`src/hw/eag_defs.svh`:
```
/*
 * Field positions, encodings, register offsets and bit positions for the
 * effective-address generator.
 * Assumes inclusion by bare name from design files only.
 */
`ifndef EAG_DEFS_SVH
`define EAG_DEFS_SVH
// ea specifier in the instruction word
`define EAG_F_MODE   5:3
`define EAG_F_REG    2:0
`define EAG_M_DREG   3'h0
`define EAG_M_AREG   3'h1
`define EAG_M_IND    3'h2
`define EAG_M_POST   3'h3
`define EAG_M_PRE    3'h4
`define EAG_M_DISP   3'h5
`define EAG_M_INDEX  3'h6
`define EAG_M_SPEC   3'h7
`define EAG_S_ABSW   3'h0
`define EAG_S_ABSL   3'h1
`define EAG_S_PCD    3'h2
`define EAG_S_PCX    3'h3
`define EAG_S_IMM    3'h4
`define EAG_SP_REG   3'h7
// extension word fields
`define EAG_X_REG    15:12
`define EAG_X_WL     11
`define EAG_X_SC     10:9
`define EAG_X_FULL   8
`define EAG_X_BS     7
`define EAG_X_IS     6
`define EAG_X_BDSZ   5:4
`define EAG_X_IIS    2:0
`define EAG_X_D8     7:0
`define EAG_SZ_NULL  2'h1
`define EAG_SZ_WORD  2'h2
`define EAG_SZ_LONG  2'h3
`define EAG_SZ_RSV   2'h0
`define EAG_IIS_RSV  3'h4
// register offsets
`define EAG_A_CTRL   8'h00
`define EAG_A_OPW    8'h04
`define EAG_A_PC     8'h08
`define EAG_A_STAT   8'h0c
`define EAG_A_EA     8'h10
`define EAG_A_IMM    8'h14
`define EAG_A_UPD    8'h18
`define EAG_A_EXT    8'h20
`define EAG_A_GPR    8'h40
// control and status bits
`define EAG_C_GO     0
`define EAG_C_WR     1
`define EAG_C_SIZE   3:2
`define EAG_C_START  6:4
`define EAG_ST_BUSY  0
`define EAG_ST_DONE  1
`define EAG_ST_FAULT 2
`define EAG_ST_PROG  3
`define EAG_ST_REG   4
`define EAG_ST_IND   5
`define EAG_ST_CLS   9:6
`define EAG_ST_NW    12:10
`endif

```
`src/hw/eag_pkg.sv`:
```
/*
 * Types shared by the effective-address generator modules.
 * Assumes eag_defs.svh for numeric constants.
 */
package eag_pkg;
  typedef enum logic [1:0] {SZ_BYTE, SZ_WORD, SZ_LONG} eag_size_t;
  typedef enum logic [1:0] {ST_IDLE, ST_CALC, ST_PTR} eag_state_t;
  typedef struct packed {
    logic data;
    logic memory;
    logic control;
    logic alterable;
  } eag_cls_t;
endpackage : eag_pkg

```
`src/hw/eag_dec_if.sv`:
```
/*
 * Carrier between the core of the generator and its index and class units.
 * Assumes all users sit on one clock; signals are combinational.
 */
`timescale 1ns/1ns
interface eag_dec_if;
  logic [15:0]       ext;
  logic [31:0]       xval;
  logic [31:0]       idx;
  logic [2:0]        mode;
  logic [2:0]        regf;
  eag_pkg::eag_cls_t cls;
  modport core (output ext, xval, mode, regf, input idx, cls);
  modport idx_unit (input ext, xval, output idx);
  modport cls_unit (input mode, regf, output cls);
endinterface : eag_dec_if

```
`src/hw/eag_index.sv`:
```
/*
 * Index operand: size selection and scaling of the chosen index register.
 * Assumes the core supplies the register value picked by the extension word.
 */
`timescale 1ns/1ns
`include "eag_defs.svh"
module eag_index (
  // decode carrier
  eag_dec_if.idx_unit d
);
  import eag_pkg::*;
  logic [31:0] sized;
  always_comb begin
    sized = d.ext[`EAG_X_WL] ? d.xval : {{16{d.xval[15]}}, d.xval[15:0]};
    d.idx = sized << d.ext[`EAG_X_SC];
  end
endmodule : eag_index

```
`src/hw/eag_classify.sv`:
```
/*
 * Addressing category of a mode: data, memory, control, alterable.
 * Assumes mode and register fields straight from the instruction word.
 */
`timescale 1ns/1ns
`include "eag_defs.svh"
module eag_classify (
  // decode carrier
  eag_dec_if.cls_unit d
);
  import eag_pkg::*;
  always_comb begin
    case (d.mode)
      `EAG_M_DREG: d.cls = '{1'b1, 1'b0, 1'b0, 1'b1};
      `EAG_M_AREG: d.cls = '{1'b0, 1'b0, 1'b0, 1'b1};
      `EAG_M_POST,
      `EAG_M_PRE:  d.cls = '{1'b1, 1'b1, 1'b0, 1'b1};
      `EAG_M_SPEC: begin
        case (d.regf)
          `EAG_S_ABSW,
          `EAG_S_ABSL: d.cls = '{1'b1, 1'b1, 1'b1, 1'b1};
          `EAG_S_PCD,
          `EAG_S_PCX:  d.cls = '{1'b1, 1'b0, 1'b1, 1'b1};
          `EAG_S_IMM:  d.cls = '{1'b1, 1'b1, 1'b0, 1'b0};
          default:     d.cls = '0;
        endcase
      end
      default:     d.cls = '{1'b1, 1'b1, 1'b1, 1'b1};
    endcase
  end
endmodule : eag_classify

```
`src/hw/eag_top.sv`:
```
/*
 * Effective-address generator: decodes one ea specifier and its extension
 * words, forms the operand address, tags program space and read-only use,
 * and fetches a pointer for memory-indirect forms.
 * Assumes a classic Wishbone master and a same-clock pointer read port.
 */
// Notes on behaviour
// - mode 111: register field picks submode
// - pc disp: pc is extension word address
// - pc-relative is program space, reads only
// - pc brief index: pc+disp8+scaled index
// - pc full index: first extension address base
// - pc, index, displacement each suppressible
// - absolute short sign-extended to 32 bits
// - absolute long: high word first
// - immediate byte, word, long from extensions
// - modes 000-110 use register field
// - brief/full told apart by extension format
// - up to six extension words held
// - base suppress drops base register
// - index word sign-extended or long
// - scale shifts index copy only
// - scaling costs no extra cycles
// - indirect: fetch pointer, then add outer disp (and index if post)
// - base displacement full 32 bits wide
// - modes classed data/memory/control/alterable
// - specifier: 3-bit mode, 3-bit register
// - index word: d/a, number, size, scale
`timescale 1ns/1ns
`include "eag_defs.svh"
module eag_top (
  // clock and reset
  input  wire logic        core_clk,
  input  wire logic        rstn,
  // wishbone slave
  input  wire logic        wb_cyc,
  input  wire logic        wb_stb,
  input  wire logic        wb_we,
  input  wire logic [7:0]  wb_adr,
  input  wire logic [3:0]  wb_sel,
  input  wire logic [31:0] wb_wdata,
  output      logic [31:0] wb_rdata,
  output      logic        wb_ack,
  // pointer fetch
  output      logic        ptr_req,
  output      logic [31:0] ptr_addr,
  input  wire logic        ptr_ack,
  input  wire logic [31:0] ptr_data,
  // operand access unit
  output      logic        ea_valid,
  output      logic [31:0] ea_addr,
  output      logic        ea_prog,
  output      logic        ea_fault
);
  import eag_pkg::*;

  localparam int NEXT = 6;
  localparam int NGPR = 16;

  // operand registers
  logic [31:0] gpr_q [NGPR];
  logic [15:0] ext_q [NEXT];
  logic [5:0]  opw_q;
  logic [31:0] pc_q;
  logic        wr_q;
  eag_size_t   size_q;
  logic [2:0]  start_q;
  // results
  eag_state_t  state_q;
  logic [31:0] ea_q;
  logic [31:0] imm_q;
  logic [31:0] upd_q;
  logic [31:0] add_q;
  logic        done_q;
  logic        fault_q;
  logic        prog_q;
  logic        isreg_q;
  logic        ind_q;
  eag_cls_t    cls_q;
  logic [2:0]  nw_q;

  eag_dec_if dec ();

  eag_index    u_index    (.d(dec));
  eag_classify u_classify (.d(dec));

  function automatic logic [31:0] sext16(input logic [15:0] v);
    sext16 = {{16{v[15]}}, v};
  endfunction : sext16

  function automatic logic [31:0] sext8(input logic [7:0] v);
    sext8 = {{24{v[7]}}, v};
  endfunction : sext8

  function automatic logic [31:0] merge(input logic [31:0] old,
                                        input logic [31:0] nw,
                                        input logic [3:0]  sel);
    for (int b = 0; b < 4; b++) begin
      merge[b*8 +: 8] = sel[b] ? nw[b*8 +: 8] : old[b*8 +: 8];
    end
  endfunction : merge

  // extension word k of this specifier, zero past the last slot
  function automatic logic [15:0] ext_at(input logic [2:0] k);
    logic [3:0] i;
    i = {1'b0, start_q} + {1'b0, k};
    ext_at = (i < 4'(NEXT)) ? ext_q[i[2:0]] : 16'h0000;
  endfunction : ext_at

  logic [2:0]  mode;
  logic [2:0]  regf;
  assign mode = opw_q[`EAG_F_MODE];
  assign regf = opw_q[`EAG_F_REG];

  logic [15:0] e0;
  logic [15:0] e1;
  logic [15:0] e2;
  logic [31:0] an;
  logic [31:0] pc_ext;
  assign e0 = ext_at(3'h0);
  assign e1 = ext_at(3'h1);
  assign e2 = ext_at(3'h2);
  assign an = gpr_q[{1'b1, regf}];
  assign pc_ext = pc_q + {28'h000_0000, start_q, 1'b0};

  assign dec.ext  = e0;
  assign dec.xval = gpr_q[e0[`EAG_X_REG]];
  assign dec.mode = mode;
  assign dec.regf = regf;

  // combinational address forming
  logic [31:0] ea_d;
  logic [31:0] ptr_d;
  logic [31:0] add_d;
  logic [31:0] imm_d;
  logic [31:0] upd_d;
  logic [31:0] base;
  logic [31:0] bd;
  logic [31:0] od;
  logic [31:0] idx;
  logic [31:0] inc;
  logic [2:0]  bdn;
  logic [2:0]  nw_d;
  logic        ind_d;
  logic        prog_d;
  logic        isreg_d;
  logic        bad;

  always_comb begin
    ea_d    = '0;
    ptr_d   = '0;
    add_d   = '0;
    imm_d   = '0;
    upd_d   = an;
    bd      = '0;
    od      = '0;
    bdn     = 3'h0;
    nw_d    = 3'h0;
    ind_d   = 1'b0;
    prog_d  = 1'b0;
    isreg_d = 1'b0;
    bad     = 1'b0;
    case (size_q)
      SZ_BYTE: inc = (regf == `EAG_SP_REG) ? 32'h0000_0002
                                           : 32'h0000_0001;
      SZ_WORD: inc = 32'h0000_0002;
      default: inc = 32'h0000_0004;
    endcase
    base = an;
    // absolute forms are data space; pc-relative and immediate are not
    if (mode == `EAG_M_SPEC && regf != `EAG_S_ABSW
        && regf != `EAG_S_ABSL) begin
      base   = pc_ext;
      prog_d = 1'b1;
    end
    if (e0[`EAG_X_BS]) begin
      base = '0;
    end
    idx = e0[`EAG_X_IS] ? '0 : dec.idx;
    case (e0[`EAG_X_BDSZ])
      `EAG_SZ_NULL: bdn = 3'h0;
      `EAG_SZ_WORD: begin
        bd  = sext16(e1);
        bdn = 3'h1;
      end
      `EAG_SZ_LONG: begin
        bd  = {e1, e2};
        bdn = 3'h2;
      end
      default: bdn = 3'h0;
    endcase
    case (e0[1:0])
      `EAG_SZ_WORD: od = sext16(ext_at(3'(bdn + 3'h1)));
      `EAG_SZ_LONG: od = {ext_at(3'(bdn + 3'h1)),
                          ext_at(3'(bdn + 3'h2))};
      default:      od = '0;
    endcase
    case (mode)
      `EAG_M_DREG,
      `EAG_M_AREG: isreg_d = 1'b1;
      `EAG_M_IND:  ea_d = an;
      `EAG_M_POST: begin
        ea_d  = an;
        upd_d = an + inc;
      end
      `EAG_M_PRE: begin
        ea_d  = an - inc;
        upd_d = an - inc;
      end
      `EAG_M_DISP: begin
        ea_d = an + sext16(e0);
        nw_d = 3'h1;
      end
      `EAG_M_INDEX,
      `EAG_M_SPEC: begin
        case ({mode == `EAG_M_SPEC, (mode == `EAG_M_SPEC) ? regf : 3'h0})
          {1'b1, `EAG_S_ABSW}: begin
            ea_d = sext16(e0);
            nw_d = 3'h1;
          end
          {1'b1, `EAG_S_ABSL}: begin
            ea_d = {e0, e1};
            nw_d = 3'h2;
          end
          {1'b1, `EAG_S_PCD}: begin
            ea_d = pc_ext + sext16(e0);
            nw_d = 3'h1;
          end
          {1'b1, `EAG_S_IMM}: begin
            ea_d = pc_ext;
            case (size_q)
              SZ_BYTE: imm_d = {24'h00_0000, e0[7:0]};
              SZ_WORD: imm_d = {16'h0000, e0};
              default: imm_d = {e0, e1};
            endcase
            nw_d = (size_q == SZ_BYTE || size_q == SZ_WORD) ? 3'h1
                                                            : 3'h2;
          end
          {1'b1, `EAG_S_PCX},
          {1'b0, 3'h0}: begin
            if (!e0[`EAG_X_FULL]) begin
              ea_d = (mode == `EAG_M_SPEC ? pc_ext : an)
                     + sext8(e0[`EAG_X_D8]) + dec.idx;
              nw_d = 3'h1;
            end else begin
              nw_d = 3'(bdn + 3'h1);
              // size code only means something in the full format
              bad  = bad | (e0[`EAG_X_BDSZ] == `EAG_SZ_RSV);
              ea_d = base + bd + idx;
              if (e0[`EAG_X_IIS] != 3'h0) begin
                ind_d = 1'b1;
                bad   = bad | (e0[`EAG_X_IIS] == `EAG_IIS_RSV)
                        | (e0[`EAG_X_IS] & e0[2]);
                ptr_d = e0[2] ? base + bd : base + bd + idx;
                add_d = e0[2] ? od + idx : od;
                nw_d  = 3'(bdn + 3'h1 + ((e0[1:0] == `EAG_SZ_LONG)
                        ? 3'h2 : {2'h0, e0[1]}));
                ea_d  = '0;
              end
            end
          end
          default: bad = 1'b1;
        endcase
      end
      default: bad = 1'b1;
    endcase
  end

  // wishbone decode
  logic        acc;
  logic        wr;
  logic        idle;
  logic        go;
  assign acc  = wb_cyc & wb_stb & ~wb_ack;
  assign wr   = acc & wb_we;
  assign idle = (state_q == ST_IDLE);
  assign go   = wr & idle & (wb_adr == `EAG_A_CTRL)
                & wb_sel[0] & wb_wdata[`EAG_C_GO];

  // operand loads; ignored while a calculation runs
  always_ff @(posedge core_clk) begin
    if (!rstn) begin
      opw_q   <= 6'h00;
      pc_q    <= 32'h0000_0000;
      wr_q    <= 1'b0;
      size_q  <= SZ_BYTE;
      start_q <= 3'h0;
    end else if (wr & idle) begin
      case (wb_adr)
        `EAG_A_CTRL: begin
          if (wb_sel[0]) begin
            wr_q    <= wb_wdata[`EAG_C_WR];
            size_q  <= eag_size_t'(wb_wdata[`EAG_C_SIZE]);
            start_q <= wb_wdata[`EAG_C_START];
          end
        end
        `EAG_A_OPW: opw_q <= 6'(merge({26'h0, opw_q}, wb_wdata, wb_sel));
        `EAG_A_PC:  pc_q  <= merge(pc_q, wb_wdata, wb_sel);
        default: ;
      endcase
    end
  end

  // extension and general register stores
  always_ff @(posedge core_clk) begin
    if (!rstn) begin
      for (int i = 0; i < NEXT; i++) ext_q[i] <= 16'h0000;
      for (int i = 0; i < NGPR; i++) gpr_q[i] <= 32'h0000_0000;
    end else if (wr & idle) begin
      if (wb_adr[7:5] == 3'h1 && wb_adr[4:2] < 3'(NEXT)) begin
        ext_q[wb_adr[4:2]] <= 16'(merge({16'h0, ext_q[wb_adr[4:2]]},
                                        wb_wdata, wb_sel));
      end
      if (wb_adr[7:6] == 2'h1) begin
        gpr_q[wb_adr[5:2]] <= merge(gpr_q[wb_adr[5:2]], wb_wdata,
                                    wb_sel);
      end
    end
  end

  // calculation sequence
  always_ff @(posedge core_clk) begin
    if (!rstn) begin
      state_q  <= ST_IDLE;
      done_q   <= 1'b0;
      ea_q     <= 32'h0000_0000;
      imm_q    <= 32'h0000_0000;
      upd_q    <= 32'h0000_0000;
      add_q    <= 32'h0000_0000;
      fault_q  <= 1'b0;
      prog_q   <= 1'b0;
      isreg_q  <= 1'b0;
      ind_q    <= 1'b0;
      cls_q    <= '0;
      nw_q     <= 3'h0;
      ea_valid <= 1'b0;
    end else begin
      ea_valid <= 1'b0;
      case (state_q)
        ST_IDLE: begin
          if (go) begin
            state_q <= ST_CALC;
            done_q  <= 1'b0;
          end
        end
        ST_CALC: begin
          ea_q    <= ea_d;
          imm_q   <= imm_d;
          upd_q   <= upd_d;
          add_q   <= add_d;
          prog_q  <= prog_d;
          isreg_q <= isreg_d;
          ind_q   <= ind_d;
          cls_q   <= dec.cls;
          nw_q    <= nw_d;
          fault_q <= bad | (wr_q & (prog_d | ~dec.cls.alterable));
          if (ind_d & ~bad) begin
            state_q <= ST_PTR;
          end else begin
            state_q  <= ST_IDLE;
            done_q   <= 1'b1;
            ea_valid <= 1'b1;
          end
        end
        ST_PTR: begin
          if (ptr_ack) begin
            ea_q     <= ptr_data + add_q;
            state_q  <= ST_IDLE;
            done_q   <= 1'b1;
            ea_valid <= 1'b1;
          end
        end
        default: state_q <= ST_IDLE;
      endcase
    end
  end

  // pointer read request
  always_ff @(posedge core_clk) begin
    if (!rstn) begin
      ptr_req  <= 1'b0;
      ptr_addr <= 32'h0000_0000;
    end else if (state_q == ST_CALC && ind_d && !bad) begin
      ptr_req  <= 1'b1;
      ptr_addr <= ptr_d;
    end else if (ptr_ack) begin
      ptr_req  <= 1'b0;
    end
  end

  assign ea_addr  = ea_q;
  assign ea_prog  = prog_q;
  assign ea_fault = fault_q;

  // bus answer, one wait state; unmapped reads as zero
  always_ff @(posedge core_clk) begin
    if (!rstn) begin
      wb_ack   <= 1'b0;
      wb_rdata <= 32'h0000_0000;
    end else begin
      wb_ack   <= acc;
      wb_rdata <= 32'h0000_0000;
      if (acc & ~wb_we) begin
        case (wb_adr)
          `EAG_A_CTRL: wb_rdata <= {25'h0, start_q, size_q, wr_q, 1'b0};
          `EAG_A_OPW:  wb_rdata <= {26'h0, opw_q};
          `EAG_A_PC:   wb_rdata <= pc_q;
          `EAG_A_STAT: wb_rdata <= {19'h0, nw_q, cls_q, ind_q, isreg_q,
                                    prog_q, fault_q, done_q, ~idle};
          `EAG_A_EA:   wb_rdata <= ea_q;
          `EAG_A_IMM:  wb_rdata <= imm_q;
          `EAG_A_UPD:  wb_rdata <= upd_q;
          default: begin
            if (wb_adr[7:5] == 3'h1 && wb_adr[4:2] < 3'(NEXT)) begin
              wb_rdata <= {16'h0, ext_q[wb_adr[4:2]]};
            end
            if (wb_adr[7:6] == 2'h1) begin
              wb_rdata <= gpr_q[wb_adr[5:2]];
            end
          end
        endcase
      end
    end
  end
endmodule : eag_top

```
`config.mk`:
```
export PLATFORM = sky130hd
export DESIGN_NAME = eag_top
export DESIGN_NICKNAME = d
export VERILOG_FILES = /design/src/hw/eag_pkg.sv /design/src/hw/eag_dec_if.sv /design/src/hw/eag_index.sv /design/src/hw/eag_classify.sv /design/src/hw/eag_top.sv
export VERILOG_INCLUDE_DIRS = /design/src /design/src/hw
export SDC_FILE = /design/constraint.sdc
export NUM_CORES = 2
export LEC_CHECK = 0
export BUFFER_PORTS_ARGS = -buffer_cell sky130_fd_sc_hd__buf_4
export CAP_MARGIN = 20
export CORE_MARGIN = 3
export CORE_UTILIZATION = 40
export DETAILED_ROUTE_END_ITERATION = 10
export SYNTH_ARGS = -nofsm -noshare
export SYNTH_HDL_FRONTEND = slang
export SYNTH_SLANG_ARGS = --single-unit
```
`constraint.sdc`:
```
create_clock -name core_clk -period 10 [get_ports core_clk]
set_input_delay 1 -clock core_clk [delete_from_list [all_inputs] [get_ports core_clk]]
set_output_delay 1 -clock core_clk [all_outputs]
set_load 0.05 [all_outputs]
```
; After elaboration in Yosys (flattened, before gate mapping)
; Memory sizes are Yosys's and may differ from the RTL's. A register that Yosys moved wholly into a read port is not among the register bits.
; Cells that the tools add are included.
; Widths: inputs -> output; s select.
[classes]
n_addsub = 18
magnitude_cmp = 6
n_eq_ne = 37
shift = 1
muxes = 95
bitwise = 20
reduce_logical = 40
[op_table]
columns = op, count
row1 = $mux 32, 22
row2 = $pmux 32 s2, 5
row3 = $add 32x32->32, 9
row4 = $pmux 32 s7, 1
row5 = $pmux 32 s5, 1
row6 = $pmux 32 s4, 1
row7 = $mux 16, 7
row8 = $mux 8, 6
row9 = $add 32x4->32, 1
row10 = $reduce_or 32->1, 1
row11 = $shl 32x2->32, 1
row12 = $sub 32x32->32, 1
row13 = $mux 1, 27
row14 = $eq 8x5->1 const B, 3
row15 = $eq 3x3->1 const B, 7
row16 = $eq 4x4->1 const B, 5
row17 = $mux 3, 6
row18 = $reduce_and 3->1, 6
row19 = $eq 8x4->1 const B, 2
row20 = $lt 4x3->1 const B, 4
row21 = $pmux 4 s4, 1
row22 = $reduce_or 16->1, 1
row23 = $reduce_or 2->1, 8
row24 = $eq 3x2->1 const B, 4
row25 = 38 further kinds, 87
[totals]
ff_bits = 253
ramBits = 608
input_bits = 82
output_inout_bits = 101
elab_cells = 247
mem_count = 2
[mem_list]
columns = name, depth, word_bits, read_ports, rd_clocked_by_memory_dff, wr, line
row1 = gpr_q, 16, 32, 3, 1, 16, eag_top.sv:61  ; logic [31:0] gpr_q [NGPR];
row2 = ext_q, 6, 16, 6, 1, 6, eag_top.sv:62  ; logic [15:0] ext_q [NEXT];

; Longest topological paths before layout
[depth]
word_depth = 15
depth_mapped = 37

; Hierarchy
; A second synthesis with hierarchy kept.
[unflattened]
cells_unflattened = 7193
hier_area_um2 = 68000.2
[modules_own_cells]
columns = module, n_inst, cells_each, area_each_um2
row1 = eag_top, 1, 7104, 67103.1
row2 = eag_index, 1, 80, 824.5
row3 = eag_classify, 1, 9, 72.6

; Least setup slack after synthesis
; No wires, ideal clock.
[synth_path]
kind = register -> register
start = register with a tool-made name
end = register add_q[31]
t_arrival_ns = 7.833
required_time_ns = 9.883
path_slack_ns = 2.050
path_stages_with_launch = 31
path_buffers = 8
cell_sequence = dfxtp_1 buf_6 buf_6 buf_4 buf_4 mux4_2 nand2b_1 a21oi_2 nor2_1 clkbuf_1 inv_1 ha_1 buf_2 buf_1 clkbuf_1 mux4_2 mux2i_1 o22ai_1 ha_1 and3_1 a221o_1 a2111oi_0 a31oi_1 o21ai_1 nor2_1 o41a_1 o21a_1 a211oi_1 nor3_2 xor2_1 a32o_1
[synth_lines]
columns = item, line
row1 = "end signal, assigned", eag_top.sv:329  ; add_q <= 32'h0000_0000;
row2 = "end signal, assigned", eag_top.sv:350  ; add_q <= add_d;
row3 = "end, declared", eag_top.sv:73  ; logic [31:0] add_q;

==> out/summary.txt <==
Post-Syn Area per Cell: 9.41 sq um
fin crit share: 89.8%
Core ar.: 170,000 sq um
Setup Buffers After CTS: 0
Syn Std Cell Area: 68,400 sq um
Leak Pwr: 28.7 nW
setup tns final: 0 ps
PD cells: 133 nW/um^2
FILL cells: 16.1k
placed cell count: 9,383
die area: 176,000 sq um
worst-skew pair later-pin latency: 800 ps
Max Root-Sink Buffers: 3
Initial Util: 40.3%
WHS: 467 ps
status: finished, final reports clean
Pre-antenna DRT Iters: 9
DRT iter0 DRCs: 10.1k
Die W: 420 um
Tot GR Track Use: 34.4%
top_reg_cell synth: edfxtp_1
Vias per Instance: 6.62
maximum clock rate: 111 MHz
global-route wire length before repair: 438,000 um
Tmin final: 8980 ps
Rel. slew slack: 15.4%
Rows: 151
Async SR Flop Fraction: 0%
share of post-route cells with drive strength above 1: 16.6%
pin count of the biggest net entering global routing: 115
Least-Margin Pin Slew: 1260 ps
Critical Path Max Stage Delay: 740 ps
# nets final: 7,642
# resized after CTS: 0
Cell variety after synth: 117
cts hold-fix bufs: 0
Setup Skew: 101 ps
crit path max fanout: 84
via count: 63.5k
area delta synth->final: 11.2%
Crit-path slowest cell: a221oi_1
DRT Wirelength: 311,000 um
startpoint types: flip-flop
sequential element share of the synthesized area: 35.7%
final setup fails: 0
unrepaired setup endpoints after global routing: no
die height: 420 um
# port buffers: 182
Arr. time, crit path: 9690 ps
commonest non-fill, non-tap cells in the layout: nor2_1, nand2_1, edfxtp_1
final worst slack: 1020 ps
post-detail-place hpwl: 223,000 um
CTS tree: built
yosys warns: 0
Worst-path clk slew: 60 ps
wire per inst: 32.4 um
Max-cap violations: 0
Most common cell on crit path: nand2_1
DP Area: 72,500 sq um
io pins: 183
synthesized flop and latch total: 899
H-tree depth: 3
clock root buffer: clkbuf_16
most common cell after layout, fill and taps aside: nor2_1
Critical Path RT: 10,720 ps
Post-Syn Instances: 7,269
Final Non-Filler Cells: 9,581
Hold Path Class: reg -> reg
clk sink count: 899
Setup crit end kind: flip-flop
initial antenna violation count: 7
total CTS buffers: 103
Place WS: 1220 ps
GRT overflow: 0
vias in the first global route: 60.2k
Residual DRC: 0
GPL Wtd Cong: 1.07
maximum vdd drop: 0.000138 V
final slew viol count: 0
Routed Antenna Nets: 0
Final Hold Fails: 0
Final Cell Area: 76,100 sq um
WS Path Type: reg -> reg
number of flops mapped to enable cells by yosys: 640
-- layer usage --
layer / share of wire (%) / track usage, %
met5: 0.0029 / 0
met4: 7.3 / 21.0
met3: 12 / 8.37
met2: 44 / 52.5
met1: 37 / 44.1
-- critical path: cells and delay by family (launching register included) --
kind                       cells  cell delay, ps
adders and majority gates      3            1250
buffers and inverters          3            1110
muxes                          3             950
AOI/OAI and AO/OA             13            3780
DFF                            1             670
xor gates and xnor gates       1             140
and+or+nand+nor                5             890
-- per-stage QoR --
step	power, mW	util [%]
final	10.1	44.8
after global routing	10.3	44.8
after CTS	10.0	44.8
after detailed placement	6.01	42.7
after global placement	6.00	42.7
after floorplan	5.34	-
-- sequential cells by signal, indices dropped and copies added (netlist names), 6 cells and up, named ones only --
name / count
add_q: 32
ea_addr: 32
ext_q: 128
gpr_q: 512
imm_q: 32
opw_q: 6
pc_q: 32
ptr_addr: 32
upd_q: 32
wb_rdata: 32
-- path summary, 6_finish.rpt --
path / start / to / slack (ps) / depth (start not counted)
worst min-delay path: imm_q[31]$_SDFFE_PN0P_ / imm_q[31]$_SDFFE_PN0P_ / 470 / 2
worst max-delay path: flip-flop / ea_addr[31]$_SDFFE_PN0P_ / 1020 / 28
worst min register to register: imm_q[31]$_SDFFE_PN0P_ / imm_q[31]$_SDFFE_PN0P_ / 470 / 2
worst max register to register: flip-flop / ea_addr[31]$_SDFFE_PN0P_ / 1020 / 28
-- cells in the mapped netlist (52+ instances only) --
master	n	area share (%)
mux4_2	387	13
nand2_1	979	5.4
xor2_1	87	1.1
a211oi_1	82	0.90
o21ai_0	275	2.0
ha_1	243	4.4
xnor2_1	172	2.2
nor3_1	77	0.56
nor2_1	1031	5.7
edfxtp_1	640	28
buf_2	74	0.54
dfxtp_1	259	7.6
and3_1	67	0.61
buf_1	65	0.36
mux2i_1	195	2.9
a21o_1	121	1.3
inv_1	154	0.84
a31oi_1	93	0.85
nand3_1	377	2.8
nand2b_1	60	0.55
mux2_2	69	1.1
a22oi_1	97	1.1
a311oi_1	71	0.91
clkbuf_1	388	2.1
o211ai_1	52	0.57
a21oi_1	400	2.9
-- area by class of cell --
cell class / count / area (sq um) / area share, %
Inverter: 164 / 629 / 0.827
Antenna cell: 4 / 10.0 / 0.0132
Sequential cell: 899 / 24400 / 32.1
Timing Repair Buffer: 417 / 3220 / 4.23
Clock inverter: 54 / 748 / 0.984
Tap cell: 2218 / 2780 / 3.65
Clock buffer: 137 / 2800 / 3.67
Multi-Input combinational cell: 5688 / 41500 / 54.5
-- where the power goes --
| group | switching [mW] | internal, mW |
|---|---|---|
| registers | 0.0804 | 4.07 |
| clock network | 1.76 | 2.32 |
| logic | 1.22 | 0.644 |
-- kinds of logic after synthesis --
kind of cell,after synthesis,synth area share (%)
other,1,0.00548
multiplexers,666,17.3
buffers and inverters,713,4.26
AND/OR/NAND/NOR,2847,18.2
XOR/XNOR,260,3.34
flip-flops,899,35.7
adder cells (fa/ha/maj),287,5.73
AO/OA/AOI/OAI,1596,15.6
(Power assumes the default switching activity.)
